## config.mk

```make
export PLATFORM = sky130hd
export DESIGN_NAME = rsc_strap_loader
export DESIGN_NICKNAME = d
export VERILOG_FILES = /design/src/shared/rsc_pkg.sv /design/src/rtl/rsc_strap_loader.sv /design/src/rtl/rsc_reset_filter.sv
export SDC_FILE = /design/constraint.sdc
export NUM_CORES = 1
export LEC_CHECK = 0
export BUFFER_PORTS_ARGS = -buffer_cell sky130_fd_sc_hd__buf_2
export CAP_MARGIN = 20
export CELL_PAD_IN_SITES_DETAIL_PLACEMENT = 1
export CELL_PAD_IN_SITES_GLOBAL_PLACEMENT = 1
export CORE_AREA = 2 2 157 159
export CTS_BUF_LIST = sky130_fd_sc_hd__clkbuf_16
export DETAILED_ROUTE_END_ITERATION = 7
export DIE_AREA = 0 0 159 161
export PLACE_DENSITY_LB_ADDON = 0.08
export SLEW_MARGIN = 20
export SYNTH_ARGS = -nofsm -noshare
export SYNTH_HDL_FRONTEND = slang
export SYNTH_HIERARCHICAL = 1
export SYNTH_SLANG_ARGS = --single-unit
```

## constraint.sdc

```tcl
create_clock -name clk -period 16.05 [get_ports clk]
set_input_delay 0.8025 -clock clk [delete_from_list [all_inputs] [get_ports clk]]
set_output_delay 0.8025 -clock clk [all_outputs]
set_load 0.01 [all_outputs]
```

## src/shared/rsc_pkg.sv

```systemverilog
// Shared constants for the reset strap configuration selector
package rsc_pkg;
  // Reset pulse minimum on either reset input
  localparam int unsigned CLK_FREQ_HZ     = 50_000_000;
  localparam int unsigned RST_MIN_PULSE_US = 1;
  localparam int unsigned RST_MIN_CYCLES  =
    (RST_MIN_PULSE_US * CLK_FREQ_HZ + 999_999) / 1_000_000;
  localparam int unsigned RST_CNT_W       = 8;
  // Programmable function pins
  localparam int unsigned PIN_COUNT       = 48;
  localparam int unsigned FUNC_W          = 4;
  localparam logic [3:0]  DEFAULT_PIN_FUNCTION = 4'h0;
  // Serial configuration interface encoding
  localparam logic [1:0]  SER_NONE        = 2'h0;
  localparam logic [1:0]  SER_SMBUS       = 2'h1;
  localparam logic [1:0]  SER_SPI         = 2'h2;
  // Loader states
  typedef enum logic [3:0] {
    RSC_ST_RESET   = 4'h1,
    RSC_ST_SAMPLE  = 4'h2,
    RSC_ST_CONFIG  = 4'h4,
    RSC_ST_RUN     = 4'h8
  } rsc_state_t;
endpackage

```

## src/rtl/rsc_strap_loader.sv

```systemverilog
// Reset-time strap sampling and configuration source selection
// How it works
// - Link power-good low resets chip, one microsecond
// - Test select sampled at reset release
// - External memory strap enables EEPROM configuration load
// - Serial strap enables SMBus or SPI configuration
// - Both pullups give SMBus, else SPI
// - Straps latched at power-on and chip reset release
// - Pins use default function until configuration done
`timescale 1ns/1ps
`default_nettype none
module rsc_strap_loader (
  input  wire logic                       clk,
  input  wire logic                       sys_rst,
  input  wire logic                       chip_reset_low,
  input  wire logic                       link_power_clock_good_low,
  input  wire logic                       test_mode_select,
  input  wire logic                       eeprom_strap,
  input  wire logic                       serial_select_strap,
  input  wire logic                       clock_line_pullup_strap,
  input  wire logic                       data_line_pullup_strap,
  input  wire logic                       config_done,
  input  wire logic [rsc_pkg::FUNC_W-1:0] fw_pin_function [rsc_pkg::PIN_COUNT],
  output logic                            device_in_reset,
  output logic                            test_mode_enable,
  output logic                            eeprom_load_enable,
  output logic                            serial_config_enable,
  output logic [1:0]                      serial_if_select,
  output logic                            config_complete,
  output logic [rsc_pkg::FUNC_W-1:0]      programmable_function_pins [rsc_pkg::PIN_COUNT]
);
  import rsc_pkg::*;

  logic       chip_in_rst;
  logic       chip_rel;
  logic       link_in_rst;
  logic       link_rel;
  logic       any_rst;
  logic       any_hold;
  logic       take_sample;
  logic       in_config;
  logic       in_run;
  logic       both_pullups;
  logic       pins_default;
  rsc_state_t state_reg;
  rsc_state_t state_next;
  logic       test_reg;
  logic       eeprom_reg;
  logic       serial_reg;
  logic [1:0] if_sel_reg;
  logic [1:0] if_sel_next;
  logic       done_reg;
  logic       done_next;

  // Qualified chip reset input
  rsc_reset_filter u_chip_filter (
    .clk           (clk),
    .sys_rst       (sys_rst),
    .rst_low       (chip_reset_low),
    .in_reset      (chip_in_rst),
    .release_pulse (chip_rel)
  );

  // Qualified link power-good input
  rsc_reset_filter u_link_filter (
    .clk           (clk),
    .sys_rst       (sys_rst),
    .rst_low       (link_power_clock_good_low),
    .in_reset      (link_in_rst),
    .release_pulse (link_rel)
  );

  assign any_rst = chip_in_rst | link_in_rst;

  // Held by an input that is still low, so one release alone cannot start
  assign any_hold = (chip_in_rst && !chip_rel) ||
                    (link_in_rst && !link_rel);

  // Loader sequence
  always_comb begin
    state_next = state_reg;
    if (any_hold) begin
      state_next = RSC_ST_RESET;
    end else begin
      case (state_reg)
        RSC_ST_RESET: begin
          state_next = RSC_ST_SAMPLE;
        end
        RSC_ST_SAMPLE: begin
          state_next = RSC_ST_CONFIG;
        end
        RSC_ST_CONFIG: begin
          if (config_done) begin
            state_next = RSC_ST_RUN;
          end
        end
        RSC_ST_RUN: begin
          state_next = RSC_ST_RUN;
        end
        default: begin
          state_next = RSC_ST_RESET;
        end
      endcase
    end
  end

  // State register
  always_ff @(posedge clk or posedge sys_rst) begin
    if (sys_rst) begin
      state_reg <= RSC_ST_RESET;
    end else begin
      state_reg <= state_next;
    end
  end

  // Decoded loader state
  assign take_sample = (state_reg == RSC_ST_SAMPLE);
  assign in_config   = (state_reg == RSC_ST_CONFIG);
  assign in_run      = (state_reg == RSC_ST_RUN);

  // Interface choice from the pull-up straps
  assign both_pullups = clock_line_pullup_strap && data_line_pullup_strap;

  always_comb begin
    if_sel_next = SER_NONE;
    if (serial_select_strap) begin
      if (both_pullups) begin
        if_sel_next = SER_SMBUS;
      end else begin
        if_sel_next = SER_SPI;
      end
    end
  end

  // Test select capture
  always_ff @(posedge clk or posedge sys_rst) begin
    if (sys_rst) begin
      test_reg <= 1'b0;
    end else if (take_sample) begin
      test_reg <= test_mode_select;
    end
  end

  // External memory strap capture
  always_ff @(posedge clk or posedge sys_rst) begin
    if (sys_rst) begin
      eeprom_reg <= 1'b0;
    end else if (take_sample) begin
      eeprom_reg <= eeprom_strap;
    end
  end

  // Serial strap capture
  always_ff @(posedge clk or posedge sys_rst) begin
    if (sys_rst) begin
      serial_reg <= 1'b0;
    end else if (take_sample) begin
      serial_reg <= serial_select_strap;
    end
  end

  // Serial interface choice capture
  always_ff @(posedge clk or posedge sys_rst) begin
    if (sys_rst) begin
      if_sel_reg <= SER_NONE;
    end else if (take_sample) begin
      if_sel_reg <= if_sel_next;
    end
  end

  // Configuration completion flag
  always_comb begin
    done_next = in_run;
    if (in_config && config_done && !any_rst) begin
      done_next = 1'b1;
    end
  end

  always_ff @(posedge clk or posedge sys_rst) begin
    if (sys_rst) begin
      done_reg <= 1'b0;
    end else begin
      done_reg <= done_next;
    end
  end

  // Default pin function while reset or unconfigured
  assign pins_default = any_rst || !done_reg;

  // Pin function select, default until configured
  genvar gi;
  generate
    for (gi = 0; gi < PIN_COUNT; gi++) begin : g_pin
      always_ff @(posedge clk or posedge sys_rst) begin
        if (sys_rst) begin
          programmable_function_pins[gi] <= DEFAULT_PIN_FUNCTION;
        end else if (pins_default) begin
          programmable_function_pins[gi] <= DEFAULT_PIN_FUNCTION;
        end else begin
          programmable_function_pins[gi] <= fw_pin_function[gi];
        end
      end
    end
  endgenerate

  // Outputs
  assign device_in_reset      = (state_reg == RSC_ST_RESET);
  assign test_mode_enable     = test_reg;
  assign eeprom_load_enable   = eeprom_reg && in_config;
  assign serial_config_enable = serial_reg && in_config;
  assign serial_if_select     = if_sel_reg;
  assign config_complete      = done_reg;
endmodule // rsc_strap_loader
`default_nettype wire

```

## src/rtl/rsc_reset_filter.sv

```systemverilog
// Reset pulse qualifier: accepts low pulses of at least the minimum width
`timescale 1ns/1ps
`default_nettype none
module rsc_reset_filter (
  input  wire logic clk,
  input  wire logic sys_rst,
  input  wire logic rst_low,
  output logic      in_reset,
  output logic      release_pulse
);
  import rsc_pkg::*;

  logic [RST_CNT_W-1:0] low_cnt_reg;
  logic                 held_reg;

  // Count width of the low pulse
  always_ff @(posedge clk or posedge sys_rst) begin
    if (sys_rst) begin
      low_cnt_reg <= '0;
    end else if (rst_low) begin
      low_cnt_reg <= '0;
    end else if (low_cnt_reg != RST_CNT_W'(RST_MIN_CYCLES)) begin
      low_cnt_reg <= low_cnt_reg + RST_CNT_W'(1);
    end
  end

  // Qualified reset held until rising edge of the input
  always_ff @(posedge clk or posedge sys_rst) begin
    if (sys_rst) begin
      held_reg <= 1'b1;
    end else if (!rst_low && low_cnt_reg == RST_CNT_W'(RST_MIN_CYCLES - 1)) begin
      held_reg <= 1'b1;
    end else if (rst_low) begin
      held_reg <= 1'b0;
    end
  end

  assign in_reset      = held_reg;
  assign release_pulse = held_reg && rst_low;
endmodule // rsc_reset_filter
`default_nettype wire

```

==> metrics <==
CTS max path bufs=3; Fill cells=2,736; vias per cell=4.226; unrepaired setup endpoints after global routing=no; largest net degree at the start of global routing=between 100 and 150; initial core utilization=31.50%; synthesized area=7548 um^2; Die Ht=161 um; # nets final=1,166; Static Leak=between 6 and 7 nW; peak supply drop=61.43 uV; Die X=159 um; global-route wire length before repair=around 36 mm; post-CTS sizing=0; total number of vias=between 5,000 and 6,000; CP Max Fanout=6; Area Overhead vs Synth=41.64%; Post-Route WL=23.81 mm; Die ar.=around 26,000 um^2; Worst-path clk slew=0.06 ns; vias in the first global route=between 5,000 and 6,000; Setup CP Type=reg -> out; # rows=57; footprint of the multi-input gates=between 1500 and 2000 um^2; sequential share of the synthesized area=72.98%; Least-Margin Pin Slew=0.8910 ns; I/O Pins=401; ANT nets after route=0; Pins Over Slew Limit=0; Synth Warn #=6; placed inst area=9894 um^2; H-tree depth=1; total power=1.327 mW; routability cong.=0.7483; crit path time final=roughly 2.4 ns; number of remaining DRC errors=0; Max Freq=416.1 MHz; status=finished clean; endpoints failing hold=0; Pwr per Cell Area=124.1 nW/um^2; relative slew slack=approximately two fifths; initial antenna violation count=10; Tcrit/Tclk final=14.97%; drt wl/cell=18.21 um; layout cells sized above 1=46.41%; aggregate global routing overflow=0; #FFs+latches synth=220; Design Area, Final=10,690 um^2; HPWL reported at the end of detailed placement=17.42 mm; port buffer count=400; final setup vio count=0; Post-CTS Setup Bufs=0; Root Driver=clkbuf_16; # hold bufs at CTS=0; CTS Sinks=220; Setup Skew=0.008451 ns; register area=5509 um^2; first-iteration detailed-routing DRC count=238; Tot GR Track Use=18.35%; hold crit path type=in -> async; first-pass iteration count of the detailed router=4; synthesized instance count=550; Inserted Clock Buffers=26; critical path required time=~15 ns; setup TNS=0 ns; maxcap violations=0; Worst setup SP type=register; max reg flops=192; worst skew pair latency=between 0.5 and 0.6 ns; Arr. time, crit path=1.60 ns; Mapped Nets=758; Placeable Area=23,960 um^2; critical path capture point type=primary output; Post-Syn Area per Cell=roughly 14 um^2; Synth cell types=33; CTS tree=yes
[Yosys cell counts]
master	count	area share [%]
nand4_1	3	0.25
xnor2_1	2	0.23
nor2_1	19	0.94
o21ai_0	10	0.66
nor4b_4	1	0.31
ha_1	6	0.99
nor4b_2	1	0.20
a21oi_1	8	0.53
nor3_1	1	0.066
nand2b_1	1	0.083
mux2_4	4	0.80
buf_2	2	0.13
dfstp_2	3	1.0
and2b_1	1	0.099
dfrtp_1	217	72
o22ai_1	2	0.17
nand3_1	7	0.46
or3b_2	1	0.12
nor4_1	2	0.17
and2_1	194	16
nand2_1	5	0.25
nor2b_1	1	0.083
a41oi_1	3	0.35
mux2_2	3	0.45
and4_4	2	0.30
and3_1	3	0.25
nor4_2	2	0.33
clkbuf_1	21	1.0
xor2_1	2	0.23
nor3b_1	1	0.099
a21o_1	1	0.099
or3_1	6	0.50
inv_1	15	0.75
[layout by cell type (no fill, tap or decap), drive strengths merged]
master  Yosys  layout
and4        2       2
nor3b       1       1
nand4       3       3
or3b        1       1
or3         6       6
clkinv      0      10
o21ai      10      10
and3        3       3
and2      194     194
nor2       19      19
dfstp       3       3
o22ai       2       2
a21oi       8       8
mux2        7       7
diode       0       7
a41oi       3       3
nor2b       1       1
nor4b       2       2
nand2       5       5
nor3        1       1
xor2        2       2
ha          6       6
nand3       7       7
xnor2       2       2
clkbuf     21      27
nand2b      1       1
inv        15      24
and2b       1       1
dfrtp     217     217
nor4        4       4
buf         2     403
a21o        1       1
[cell type report]
class / instances / area share [%]
clock inverter: 19 / 0.7139
clock buffer: 27 / 6.319
timing repair buffer: 403 / 19.12
sequential: 220 / 51.53
antenna: 7 / 0.1638
tap: 324 / 3.792
inverter: 15 / 0.5968
multi-input combinational: 292 / 17.76
[metrics by stage]
| stage | worst slack, ns | std cells | hold slack (ns) | utilization (%) |
|---|---|---|---|---|
| 3_3_place_gp | 13.31 | 1253 | 0.4899 | 41.29 |
| 6_report | 13.65 | 1307 | 0.3290 | 44.62 |
| 5_1_grt | 13.49 | 1306 | 0.3170 | 44.61 |
| 4_1_cts | 13.60 | 1299 | 0.3091 | 44.43 |
| 2_1_floorplan | 9.738 | 550 | 0.4722 | - |
| 3_5_place_dp | 13.36 | 1253 | 0.4975 | 41.29 |
[logic make-up (layout without fill, tap and decap cells)]
family,count (synthesis),after routing,synth area share (%)
and+or+nand+nor,251,251,20.59
adders and majority gates,6,6,0.9945
AOI/OAI and AO/OA,24,24,1.807
xor gates and xnor gates,4,4,0.4642
other,0,7,0
DFF,220,220,72.98
buffers and inverters,38,464,1.923
muxes,7,7,1.243
[routing by layer]
metal | track usage, % | vias up | part of all wire, %
met3 | 5.059 | 40 | 6.7
met5 | 0 | - | 0.15
met2 | 34.55 | 182 | 55
met1 | 19.88 | 2745 | 36
met4 | 6.157 | 6 | 2.3
li1 | - | 2550 | -
[power by group]
part           leakage (nW)  total, mW  switching [mW]  internal [mW]
Clock                 0.406      0.519           0.219          0.300
Combinational          2.77      0.185           0.102         0.0826
Sequential             3.04      0.623          0.0207          0.602
Total                  6.21       1.33           0.342          0.985
[worst paths after layout]
path / depth (start not counted) / slack (ns) / endpoint / start
max reg2reg: 4 / 13.75 / programmable_function_pins[47]$_DFF_PP0_ / u_chip_filter/in_reset$_DFFE_PP1P_
min reg2reg: 1 / 0.50 / eeprom_reg$_DFFE_PP0N_ / eeprom_reg$_DFFE_PP0N_
min in group clk: 2 / 0.49 / programmable_function_pins[163]$_DFF_PP0_ / fw_pin_function[163]
max: 2 / 13.65 / device_in_reset / state_reg[0]$_DFFE_PP1P_
min: 2 / 0.33 / u_link_filter/low_cnt_reg[1]$_DFFE_PP0P_ / sys_rst
max in group asynchronous: 4 / 14.35 / programmable_function_pins[132]$_DFF_PP0_ / sys_rst
[critical path, cell delays in order (launching register included)]
cell,delay [ns]
dfstp_2,0.60
nor4b_2,0.30
buf_2,0.19
(Power assumes the default switching activity.)
